**src/lvp_pkg.sv**
```systemverilog
// Constants and types for the loop vehicle post-processing block.
// Assumes one 50 MHz clock; all settings arrive as plain ports.
// Summary of operation
// - Smoothing duration is set per channel in steps of 10 ms.
// - Average count is duration over cycle time; output their arithmetic mean.
// - Smoothing duration is clamped to at most 100 ms.
// - After reset smoothing is zero, raw values pass through.
// - Current measurement cycle time is readable as a diagnostic value.
// - Real length is attenuation length minus the length correction.
// - Length correction is limited to 0 to 20 whole decimetres; reset loads CORR_DEFAULTS[4:0] unclamped.
// - A default length correction is loaded depending on loop type.
// - Wrong-way flag set only for travel opposite the normal direction.
// - Direction evaluation off keeps wrong-way flag inactive; readout tags normal.
// - Readout tags normal or reverse; digit 0 means first to second.
// - Reverse vehicles below minimum speed raise no wrong-way message.
package lvp_pkg;

    // Smoothing timing, in milliseconds and microseconds
    localparam int SMOOTH_STEP_MS = 10;
    localparam int SMOOTH_MAX_MS = 100;
    localparam int US_PER_MS = 1000;
    localparam int SMOOTH_STEP_US = SMOOTH_STEP_MS * US_PER_MS;
    localparam logic [7:0] SMOOTH_MAX_STEPS =
        8'(SMOOTH_MAX_MS / SMOOTH_STEP_MS);
    localparam logic [7:0] SMOOTH_RESET = 8'h00;

    // Length correction and wrong-way settings
    localparam logic [4:0] CORR_MAX_DM = 5'h14;
    localparam int CORR_W = 5;
    localparam int LOOP_TYPE_W = 2;
    localparam logic [7:0] MIN_SPEED_RESET = 8'h14;

    // Travel direction digit as shown on the service readout
    localparam logic DIGIT_FIRST_TO_SECOND = 1'b0;
    localparam logic DIGIT_SECOND_TO_FIRST = 1'b1;

    // Normal direction setting of the double loop system
    typedef enum logic [1:0] {
        LVP_DIR_OFF,
        LVP_DIR_FIRST_TO_SECOND,
        LVP_DIR_SECOND_TO_FIRST
    } lvp_dir_mode_type;

endpackage

```
**src/lvp_avg_if.sv**
```systemverilog
// Interface carrying samples into the averager and means back out.
// Assumes producer and averager share clock_in.
`timescale 1ns/1ps
interface lvp_avg_if #(
    parameter int CH_W = 2,
    parameter int SAMPLE_W = 16,
    parameter int CNT_W = 8
);
    logic in_valid;
    logic [CH_W-1:0] in_channel;
    logic [SAMPLE_W-1:0] in_value;
    logic [CNT_W-1:0] in_count;
    logic out_valid;
    logic [CH_W-1:0] out_channel;
    logic [SAMPLE_W-1:0] out_value;

    modport producer (
        output in_valid, in_channel, in_value, in_count,
        input out_valid, out_channel, out_value
    );
    modport averager (
        input in_valid, in_channel, in_value, in_count,
        output out_valid, out_channel, out_value
    );
endinterface

```
**src/lvp_postprocess.sv**
```systemverilog
// Top of the loop vehicle post-processing block: smoothing settings,
// length correction and wrong-way evaluation of vehicle records.
// Assumes all inputs are synchronous to clock_in and channel indices
// stay below NUM_CH.
`timescale 1ns/1ps
module lvp_postprocess #(
    parameter int NUM_CH = 4,
    parameter int CH_W = 2,
    parameter int SAMPLE_W = 16,
    parameter int CNT_W = 8,
    parameter int CYCLE_W = 16,
    parameter int LEN_W = 12,
    parameter int SPEED_W = 8,
    // Default corrections in dm, loop type 0 in the low five bits
    parameter logic [19:0] CORR_DEFAULTS = 20'h00000
) (
    input wire logic clock_in,
    input wire logic arst_n_in,
    input wire logic smooth_wr_in,
    input wire logic [CH_W-1:0] smooth_wr_channel_in,
    input wire logic [7:0] smooth_wr_steps_in,
    input wire logic [CYCLE_W-1:0] cycle_time_us_in,
    output logic [CYCLE_W-1:0] cycle_time_us_out,
    input wire logic sample_valid_in,
    input wire logic [CH_W-1:0] sample_channel_in,
    input wire logic [SAMPLE_W-1:0] sample_value_in,
    output logic smoothed_valid_out,
    output logic [CH_W-1:0] smoothed_channel_out,
    output logic [SAMPLE_W-1:0] smoothed_value_out,
    input wire logic corr_wr_in,
    input wire logic [4:0] corr_wr_dm_in,
    input wire logic corr_load_default_in,
    input wire logic [1:0] loop_type_in,
    output logic [4:0] corr_dm_out,
    input wire lvp_pkg::lvp_dir_mode_type dir_mode_in,
    input wire logic min_speed_wr_in,
    input wire logic [SPEED_W-1:0] min_speed_kmh_in,
    input wire logic vehicle_valid_in,
    input wire logic [LEN_W-1:0] atten_length_dm_in,
    input wire logic travel_dir_in,
    input wire logic [SPEED_W-1:0] speed_kmh_in,
    output logic vehicle_valid_out,
    output logic [LEN_W-1:0] real_length_dm_out,
    output logic wrong_way_flag_out,
    output logic reverse_direction_tag_out,
    output logic normal_direction_tag_out,
    output logic travel_digit_out
);

    typedef struct packed {
        logic [NUM_CH-1:0][7:0] smooth;
        logic [4:0] corr;
        logic [SPEED_W-1:0] min_speed;
        logic [CYCLE_W-1:0] cycle_time;
        logic veh_valid;
        logic [LEN_W-1:0] real_length;
        logic wrong_way;
        logic digit;
    } lvp_top_state_type;

    lvp_top_state_type st;
    lvp_top_state_type next_st;
    logic reverse_travel;
    logic ww_now;

    ////////////////////////////////////////////////////////////////////////
    // Helper functions

    // Clamp a requested correction to the legal decimetre range
    function automatic logic [4:0] clamp_corr(input logic [4:0] dm);
        if (dm > lvp_pkg::CORR_MAX_DM) begin
            return lvp_pkg::CORR_MAX_DM;
        end
        return dm;
    endfunction

    // Samples to average: smoothing duration over the cycle time
    function automatic logic [CNT_W-1:0] avg_count(
        input logic [7:0] steps,
        input logic [CYCLE_W-1:0] cycle_us
    );
        int n;
        n = 0;
        if (cycle_us != '0) begin
            n = (int'(steps) * lvp_pkg::SMOOTH_STEP_US) / int'(cycle_us);
        end
        if (n > (2 ** CNT_W) - 1) begin
            n = (2 ** CNT_W) - 1;
        end
        return CNT_W'(n);
    endfunction

    ////////////////////////////////////////////////////////////////////////
    // Averager hookup

    lvp_avg_if #(
        .CH_W(CH_W),
        .SAMPLE_W(SAMPLE_W),
        .CNT_W(CNT_W)
    ) avg_bus ();

    // Count follows the channel's setting and the live cycle time
    assign avg_bus.in_valid = sample_valid_in;
    assign avg_bus.in_channel = sample_channel_in;
    assign avg_bus.in_value = sample_value_in;
    assign avg_bus.in_count =
        avg_count(st.smooth[sample_channel_in], cycle_time_us_in);

    lvp_averager #(
        .NUM_CH(NUM_CH),
        .CH_W(CH_W),
        .SAMPLE_W(SAMPLE_W),
        .CNT_W(CNT_W)
    ) u_averager (
        .clock_in(clock_in),
        .arst_n_in(arst_n_in),
        .avg(avg_bus)
    );

    ////////////////////////////////////////////////////////////////////////
    // Direction decode
    always_comb begin
        case (dir_mode_in)
            lvp_pkg::LVP_DIR_FIRST_TO_SECOND: begin
                reverse_travel =
                    travel_dir_in == lvp_pkg::DIGIT_SECOND_TO_FIRST;
            end
            lvp_pkg::LVP_DIR_SECOND_TO_FIRST: begin
                reverse_travel =
                    travel_dir_in == lvp_pkg::DIGIT_FIRST_TO_SECOND;
            end
            default: begin
                reverse_travel = 1'b0;
            end
        endcase
        // Slow reverse vehicles raise no message
        ww_now = reverse_travel && (speed_kmh_in >= st.min_speed);
    end

    ////////////////////////////////////////////////////////////////////////
    // Next state: settings and vehicle record
    always_comb begin
        next_st = st;
        next_st.veh_valid = 1'b0;
        next_st.cycle_time = cycle_time_us_in;
        if (smooth_wr_in) begin
            // Steps of 10 ms, held to the 100 ms ceiling
            if (smooth_wr_steps_in > lvp_pkg::SMOOTH_MAX_STEPS) begin
                next_st.smooth[smooth_wr_channel_in] =
                    lvp_pkg::SMOOTH_MAX_STEPS;
            end else begin
                next_st.smooth[smooth_wr_channel_in] = smooth_wr_steps_in;
            end
        end
        if (corr_load_default_in) begin
            // Default for the selected loop type, clamped
            next_st.corr = clamp_corr(CORR_DEFAULTS[loop_type_in * 5 +: 5]);
        end else if (corr_wr_in) begin
            next_st.corr = clamp_corr(corr_wr_dm_in);
        end
        if (min_speed_wr_in) begin
            next_st.min_speed = min_speed_kmh_in;
        end
        if (vehicle_valid_in) begin
            next_st.veh_valid = 1'b1;
            // Subtract correction, floor at zero
            if (atten_length_dm_in > LEN_W'(st.corr)) begin
                next_st.real_length = atten_length_dm_in - LEN_W'(st.corr);
            end else begin
                next_st.real_length = '0;
            end
            next_st.wrong_way = ww_now;
            next_st.digit = travel_dir_in;
        end
    end

    // State register; smoothing off and default correction after reset
    always_ff @(posedge clock_in or negedge arst_n_in) begin
        if (!arst_n_in) begin
            st <= '0;
            st.smooth <= {NUM_CH{lvp_pkg::SMOOTH_RESET}};
            st.corr <= CORR_DEFAULTS[4:0];
            st.min_speed <= SPEED_W'(lvp_pkg::MIN_SPEED_RESET);
        end else begin
            st <= next_st;
        end
    end

    // Outputs
    assign cycle_time_us_out = st.cycle_time;
    assign smoothed_valid_out = avg_bus.out_valid;
    assign smoothed_channel_out = avg_bus.out_channel;
    assign smoothed_value_out = avg_bus.out_value;
    assign corr_dm_out = st.corr;
    assign vehicle_valid_out = st.veh_valid;
    assign real_length_dm_out = st.real_length;
    assign wrong_way_flag_out = st.wrong_way;
    assign reverse_direction_tag_out = st.wrong_way;
    assign normal_direction_tag_out = ~st.wrong_way;
    assign travel_digit_out = st.digit;

    ////////////////////////////////////////////////////////////////////////
    // Checks

    chk_cycle_time_shown: assert property (
        @(posedge clock_in) disable iff (!arst_n_in)
        ##1 cycle_time_us_out == $past(cycle_time_us_in))
        else $error("Cycle time diagnostic is stale");

    chk_smooth_ceiling: assert property (
        @(posedge clock_in) disable iff (!arst_n_in)
        smooth_wr_in && smooth_wr_steps_in > lvp_pkg::SMOOTH_MAX_STEPS
        |=> st.smooth[$past(smooth_wr_channel_in)] ==
            lvp_pkg::SMOOTH_MAX_STEPS)
        else $error("Smoothing duration not clamped");

    chk_zero_smooth_raw: assert property (
        @(posedge clock_in) disable iff (!arst_n_in)
        sample_valid_in && st.smooth[sample_channel_in] == 8'h00
        |=> smoothed_valid_out && smoothed_value_out ==
            $past(sample_value_in))
        else $error("Zero smoothing did not pass raw value");

    chk_avg_count: assert property (
        @(posedge clock_in) disable iff (!arst_n_in)
        cycle_time_us_in == 16'h1770 && st.smooth[sample_channel_in] ==
            8'h02 |-> avg_bus.in_count == 8'h03)
        else $error("Average count not duration over cycle time");

    chk_real_length: assert property (
        @(posedge clock_in) disable iff (!arst_n_in)
        vehicle_valid_in && atten_length_dm_in > LEN_W'(st.corr)
        |=> vehicle_valid_out && real_length_dm_out ==
            $past(atten_length_dm_in) - LEN_W'($past(st.corr)))
        else $error("Real length wrong");

    chk_corr_range: assert property (
        @(posedge clock_in) disable iff (!arst_n_in)
        corr_dm_out <= lvp_pkg::CORR_MAX_DM)
        else $error("Length correction above range");

    chk_default_load: assert property (
        @(posedge clock_in) disable iff (!arst_n_in)
        corr_load_default_in |=> corr_dm_out ==
            clamp_corr(CORR_DEFAULTS[$past(loop_type_in) * 5 +: 5]))
        else $error("Default correction not loaded");

    chk_wrong_way_set: assert property (
        @(posedge clock_in) disable iff (!arst_n_in)
        vehicle_valid_in && dir_mode_in == lvp_pkg::LVP_DIR_FIRST_TO_SECOND
        && travel_dir_in && speed_kmh_in >= st.min_speed
        |=> wrong_way_flag_out && reverse_direction_tag_out)
        else $error("Wrong-way flag missing");

    chk_dir_off_quiet: assert property (
        @(posedge clock_in) disable iff (!arst_n_in)
        vehicle_valid_in && dir_mode_in == lvp_pkg::LVP_DIR_OFF
        |=> !wrong_way_flag_out && normal_direction_tag_out)
        else $error("Wrong-way raised with evaluation off");

    chk_travel_digit: assert property (
        @(posedge clock_in) disable iff (!arst_n_in)
        vehicle_valid_in |=> travel_digit_out == $past(travel_dir_in))
        else $error("Travel digit wrong");

    chk_slow_reverse: assert property (
        @(posedge clock_in) disable iff (!arst_n_in)
        vehicle_valid_in && speed_kmh_in < st.min_speed
        |=> !wrong_way_flag_out)
        else $error("Slow reverse vehicle flagged");

endmodule

```
**src/lvp_averager.sv**
```systemverilog
// Per-channel block averager for measured loop values.
// Assumes the producer supplies the average count with each sample.
`timescale 1ns/1ps
module lvp_averager #(
    parameter int NUM_CH = 4,
    parameter int CH_W = 2,
    parameter int SAMPLE_W = 16,
    parameter int CNT_W = 8
) (
    input wire logic clock_in,
    input wire logic arst_n_in,
    lvp_avg_if.averager avg
);
    localparam int ACC_W = SAMPLE_W + CNT_W;

    typedef struct packed {
        logic [NUM_CH-1:0][ACC_W-1:0] acc;
        logic [NUM_CH-1:0][CNT_W-1:0] cnt;
        logic out_valid;
        logic [CH_W-1:0] out_channel;
        logic [SAMPLE_W-1:0] out_value;
    } lvp_avg_state_type;

    lvp_avg_state_type st;
    lvp_avg_state_type next_st;

    ////////////////////////////////////////////////////////////////////////
    // Accumulate until the count is reached, then emit the mean
    always_comb begin
        logic [ACC_W-1:0] sum;
        logic [CNT_W:0] filled;
        sum = st.acc[avg.in_channel] + ACC_W'(avg.in_value);
        filled = {1'b0, st.cnt[avg.in_channel]} + {{CNT_W{1'b0}}, 1'b1};
        next_st = st;
        next_st.out_valid = 1'b0;
        if (avg.in_valid) begin
            next_st.out_channel = avg.in_channel;
            if (avg.in_count <= CNT_W'(1)) begin
                // No smoothing: raw value goes straight through
                next_st.out_valid = 1'b1;
                next_st.out_value = avg.in_value;
                next_st.acc[avg.in_channel] = '0;
                next_st.cnt[avg.in_channel] = '0;
            end else if (filled >= {1'b0, avg.in_count}) begin
                // Arithmetic mean, fraction dropped
                next_st.out_valid = 1'b1;
                next_st.out_value =
                    SAMPLE_W'(sum / ACC_W'(avg.in_count));
                next_st.acc[avg.in_channel] = '0;
                next_st.cnt[avg.in_channel] = '0;
            end else begin
                next_st.acc[avg.in_channel] = sum;
                next_st.cnt[avg.in_channel] = filled[CNT_W-1:0];
            end
        end
    end

    // State register
    always_ff @(posedge clock_in or negedge arst_n_in) begin
        if (!arst_n_in) begin
            st <= '0;
        end else begin
            st <= next_st;
        end
    end

    // Outputs straight from the state
    assign avg.out_valid = st.out_valid;
    assign avg.out_channel = st.out_channel;
    assign avg.out_value = st.out_value;

    // Unsmoothed samples reappear unchanged one cycle later
    chk_raw_pass_through: assert property (
        @(posedge clock_in) disable iff (!arst_n_in)
        avg.in_valid && avg.in_count <= CNT_W'(1)
        |=> avg.out_valid && avg.out_value == $past(avg.in_value))
        else $error("Unsmoothed sample was not passed through");

endmodule

```
**config.mk**
```make
export PLATFORM = sky130hd
export DESIGN_NAME = lvp_postprocess
export DESIGN_NICKNAME = d
export VERILOG_FILES = /design/src/lvp_pkg.sv /design/src/lvp_avg_if.sv /design/src/lvp_postprocess.sv /design/src/lvp_averager.sv
export SDC_FILE = /design/constraint.sdc
export NUM_CORES = 2
export LEC_CHECK = 0
export CORE_UTILIZATION = 68
export DETAILED_ROUTE_END_ITERATION = 8
export DONT_BUFFER_PORTS = 1
export PLACE_DENSITY_LB_ADDON = 0.2
export SLEW_MARGIN = 10
export SYNTH_ARGS = -nofsm -noshare
export SYNTH_HDL_FRONTEND = slang
export SYNTH_SLANG_ARGS = --single-unit
```
**constraint.sdc**
```tcl
create_clock -name clock_in -period 179.6 [get_ports clock_in]
set_input_delay 26.94 -clock clock_in [delete_from_list [all_inputs] [get_ports clock_in]]
set_output_delay 26.94 -clock clock_in [all_outputs]
set_load 0.05 [all_outputs]
```
Word level (Yosys, flattened, before mapping)
Index checks and enable logic that the tools add are counted.

word-level totals
  register bits = 223
  logic and storage cells = 98

operators by class
  $add $sub $neg = 3
  multiply operators = 2
  divide/modulo/power cells = 2
  order comparisons = 12
  equality and inequality tests = 2
  shifts and indexed selects = 1
  muxes and demuxes = 38
  bitwise logic cells = 9
  reduce and logical (&&, ||, !) cells = 7

operator list
  operator                   count
  $mux W129                  1
  $mux W128                  1
  $and A96 B96 Y96           1
  $bwmux W96                 1
  $not A96 Y96               1
  $bwmux W32                 2
  $mux W32                   2
  $bmux W24 S2               1
  $demux W24 S2              1
  $mux W24                   2
  $mux W8                    5
  $and A32 B32 Y32           1
  $bmux W8 S2                2
  $demux W8 S2               2
  $div A32 B17 Y32           1
  $gt A32 B9 Y1 const B      1
  $mux W16                   2
  $not A32 Y32               1
  $mux W5                    6
  $add A24 B16 Y24           1
  $and A24 B24 Y24           1
  $div A24 B8 Y24            1
  $not A24 Y24               1
  $shiftx A20 B6 Y5 const A  1
  other kinds (25)           37

Logic depth before layout (Yosys ltp)
  depth after elaboration = 11
  gate-level depth with buffers = 770
  mapped depth without buffers = 715

Modules after synthesis
A second synthesis with hierarchy kept.

second synthesis, totals
  cell total of the unflattened synthesis = 6,131
  area total of the unflattened synthesis = 46,838.7 um^2

modules (own cells, without submodules)
  module           instances  cells each  area each (um^2)  seq. area each (um^2)
  lvp_postprocess  1          3,701       27,629.0          1,904.3
  lvp_averager     1          2,430       19,209.7          3,678.5

Worst setup path before layout
No wires, ideal clock.

  path kind = in2reg
  from = in cycle_time_us_in[0]
  to = reg u_averager.st (netlist bit u_averager.avg.out_value[0])
  library setup time = 0.124 ns
  arrival time = 168.128 ns
  data required time = 179.476 ns
  slack = 11.348 ns
  stages = 722
  buffers on the path = 57
  path through = inv_1 -> ha_1 -> o21a_1 -> o22ai_1 -> mux2i_1 -> nor2_1 -> ha_1 -> a21o_1 -> o211ai_1 -> nor4b_1 -> o21a_1 -> ha_1 -> a21oi_1 -> a21oi_1 -> nor3_1 -> o211a_1 -> nor2_1 -> ha_1 -> [... 686 more ...] -> o221ai_2 -> nor4_2 -> nand2_1 -> nor2_1 -> a21oi_1 -> ha_1 -> a21oi_1 -> nor2b_1 -> o21ai_0 -> nand2b_1 -> a21oi_1 -> nor2b_1 -> o21ai_0 -> nand2b_1 -> a2111oi_0 -> nand4b_1 -> nor3_1 -> a21oi_1

on the way
  cells in the longest elaborated chain, start to end = 7

ends and longest elaborated chain
  item                                                            RTL line                                      text
  start: declaration                                              lvp_postprocess.sv:22                         input wire logic [CYCLE_W-1:0] cycle_time_us_in,
  $div A32 B17 Y32 / $reduce_bool A16 Y1 (equally long branches)  lvp_postprocess.sv:85, lvp_postprocess.sv:84
  $mux W32 (*)                                                    lvp_postprocess.sv:84                         if (cycle_us != '0) begin
  $gt A32 B9 Y1                                                   lvp_postprocess.sv:87                         if (n > (2 ** CNT_W) - 1) begin
  $mux W8 (*)                                                     lvp_postprocess.sv:87
  $div A24 B8 Y24, or another cell as far along                   lvp_averager.sv:48                            SAMPLE_W'(sum / ACC_W'(avg.in_count));
  $mux W16 / $reduce_bool A2 Y1 (equally long branches)           --
  $mux W16 / $reduce_and A2 Y1 (equally long branches)            --
  end signal: assignment                                          lvp_averager.sv:63                            st <= next_st;
  end: declaration                                                lvp_averager.sv:24                            lvp_avg_state_type st;

Every way passes the cells marked *; elsewhere a longest branch is shown, timed or not. The select of a mux whose other input is x is not followed.
A chain may end at the register's enable or synchronous reset.

Worst setup path in the final report
  from = in cycle_time_us_in[2]
  to = reg u_averager.st (netlist bit u_averager.avg.out_value[0])

Same word-level chain as after synthesis.

==> results.json <==
{
  "wl_um": 129000,
  "drc": 0,
  "ys_types": 151,
  "cp_max_fo": 31,
  "grt_max_degree": 224,
  "cp-start-kind": "primary input",
  "coreArea_um2": 66200,
  "grt_overflow": 0,
  "grtUsageMet1": 0.456,
  "setup_viol": 0,
  "die_area_um2": 68500,
  "start_util": 0.693,
  "clkLatencyLatePin_ns": 0.55,
  "status": "finished, final reports clean",
  "required_ns": 179.99,
  "drt_iter0_drc": 3632,
  "use_met2": 0.635,
  "synthCells": 5975,
  "top_usage_layer": "met2",
  "yosys_warnings": 0,
  "synth_edf_count": 0,
  "ys_async_sr_fraction": 1.00,
  "grt_pass1_vias": 44014,
  "path_buf_inv": 38,
  "seq_area_frac_synth": 0.122,
  "synthesis.area_um2": 45900,
  "drive_gt1_frac": 0.120,
  "timing.fmax_mhz": 5.91,
  "row_count": 94,
  "finClkSkew_ns": 0.0118,
  "grtUsageMet3": 0.0360,
  "final_area_um2": 48900,
  "post-synth-top-count-cell": "ha_1",
  "antenna_found_initial": 1,
  "synthTopCellsByArea": "ha_1 17%, dfrtp_1 12%, o21a_1 5.1%, nand2_1 4.9%, o21ai_0 4.4%",
  "critPathMaxStageDelay_ns": 0.70,
  "synth_top_area_cell": "ha_1",
  "finalHoldViolCount": 0,
  "post_drt_via_cell_ratio": 6.75,
  "grt_pass1_wl_um": 210000,
  "finalNonFillerCells": 6897,
  "hold_path.class": "reg2reg",
  "vias": 46528,
  "wl_per_cell_um": 18.6,
  "synth_area_per_cell_um2": 7.68,
  "cts_htree_levels": 1,
  "gp_congestion": 0.954,
  "critPathCaptureType": "flip-flop",
  "maxSlewViolCount": 0,
  "port_buffers": 0,
  "arrival_ns": 169.68,
  "die_w_um": 262,
  "synthTopCellsByCount": "633 x ha_1, 604 x nand2_1, 505 x nor2_1",
  "clock_path_buffers": 3,
  "antenna_left": 0,
  "path_delay_family": "compound AO/OA/AOI/OAI gates",
  "syn_to_final_growth_pct": 6.50,
  "cap_violations": 0,
  "synthDominantCellAreaShare": 0.173,
  "dpl.cell_count": 6824,
  "track_usage": 0.363,
  "cts_buffers": 24,
  "slew_headroom": 0.153,
  "cts.clk_slew.worst_paths_ns": 0.06,
  "diodes": 0,
  "hpwl_um": 98100,
  "cts_tree": "yes",
  "synth_ff_type": "dfrtp_1",
  "clk_root_buffer_cell": "clkbuf_16",
  "die_h_um": 262,
  "tightest_slew_ns": 1.27,
  "placed_area_um2": 47300,
  "nets": 6754,
  "ys_ff_latch": 223,
  "io_pins": 147,
  "crit_path_frequent_cell": "o21a_1",
  "n_fill_cell": 5232,
  "fin_crit_ns": 169.29,
  "period_share": 0.943,
  "slowest_stage": "or4_1",
  "crit_type": "in2reg",
  "clock-sinks": 223,
  "dr.pass1.iters": 6
}
final cells by class:
class	count	area, um^2	share of cell area
clock buffer	30	663	0.0136
multi-input combinational	5361	39000	0.798
timing repair buffer	212	1600	0.0326
sequential	223	5580	0.114
tap	864	1080	0.0221
clock inverter	13	196	0.00402
inverter	194	729	0.0149
kinds of logic (layout without fill, tap and decap cells):
family | Yosys count | after routing | share of synthesized area
simple gates | 2181 | 2184 | 0.237
compound gates | 1981 | 1981 | 0.296
fa+ha+maj | 649 | 649 | 0.179
buf+inv | 403 | 449 | 0.0406
xor+xnor | 291 | 291 | 0.0560
mux | 246 | 246 | 0.0691
flops | 223 | 223 | 0.122
other cells | 1 | 10 | 0.0000817
cell usage in the layout (no fill, tap or decap), drive strengths merged, types with 48 or more instances in the layout:
cell type,n
nand2,604
a21o,147
or3,59
nand3,119
mux2,144
o31ai,144
nand4,58
xnor2,186
xor2,105
buf,212
nor2b,59
ha,633
a211oi,48
inv,195
or2,73
and2,72
nor3,338
a21oi,386
a31oi,48
o21a,315
o211ai,62
mux2i,61
dfrtp,221
o21ai,447
nor2,512
nand2b,78
registers in the layout, summed over array words and instances (netlist names):
name                        cells
reverse_direction_tag_out       1
vehicle_valid_out               1
u_averager.avg.out_valid        1
corr_dm_out                     5
cycle_time_us_out              16
real_length_dm_out             12
st                             40
u_averager.avg.out_value       16
u_averager.st                 128
u_averager.avg.out_channel      2
travel_digit_out                1
metal layers:
metal	up-vias	routed length [um]
li1	22650	-
met1	21985	54400
met2	1543	61500
met3	350	7400
met4	0	5210
met5	-	0
metrics by stage:
| stage | setup TNS (ns) | utilization | setup WS [ns] | hold slack, ns |
|---|---|---|---|---|
| finish | 0 | 0.738 | 10.31 | 0.476 |
| global route | -0.280 | 0.738 | -0.280 | 0.497 |
| CTS | 0 | 0.727 | 1.61 | 0.480 |
| detailed placement | 0 | 0.714 | 1.86 | 0.465 |
| global placement | 0 | 0.714 | 4.19 | 0.456 |
| floorplan | 0 | - | 11.35 | 0.442 |
worst reg2reg max path: cells and delay by family, from the launching register on:
family | cells | cell delay, ns
AO/OA/AOI/OAI | 395 | 78.32
adder cells (fa/ha/maj) | 51 | 15.27
buffers and inverters | 39 | 5.90
flip-flops | 1 | 0.40
multiplexers | 12 | 3.55
AND/OR/NAND/NOR | 175 | 33.08
timing repair:
item,4_1_cts,5_1_grt
hold buffers,0,0
setup buffers,0,27
gates resized for setup,0,98
endpoints found under the setup margin,0,5
path summary, 6_finish.rpt:
check | depth (start not counted) | start | end | slack, ns
max | 697 | cycle_time_us_in[2] | u_averager.avg.out_value[0]$_DFFE_PN0P_ | 10.31
min | 2 | u_averager.st[141]$_DFFE_PN0P_ | u_averager.st[141]$_DFFE_PN0P_ | 0.48
max reg2reg | 672 | st[71]$_DFFE_PN0P_ | u_averager.avg.out_value[0]$_DFFE_PN0P_ | 42.82
min reg2reg | 2 | u_averager.st[141]$_DFFE_PN0P_ | u_averager.st[141]$_DFFE_PN0P_ | 0.48
max in group asynchronous | 0 | arst_n_in | st[35]$_DFFE_PN1P_ | 153.15
min in group asynchronous | 0 | arst_n_in | u_averager.avg.out_value[12]$_DFFE_PN0P_ | 26.08
Power is not shown: default switching activity piles up to over one toggle a cycle in this logic, so the estimate is an artifact.
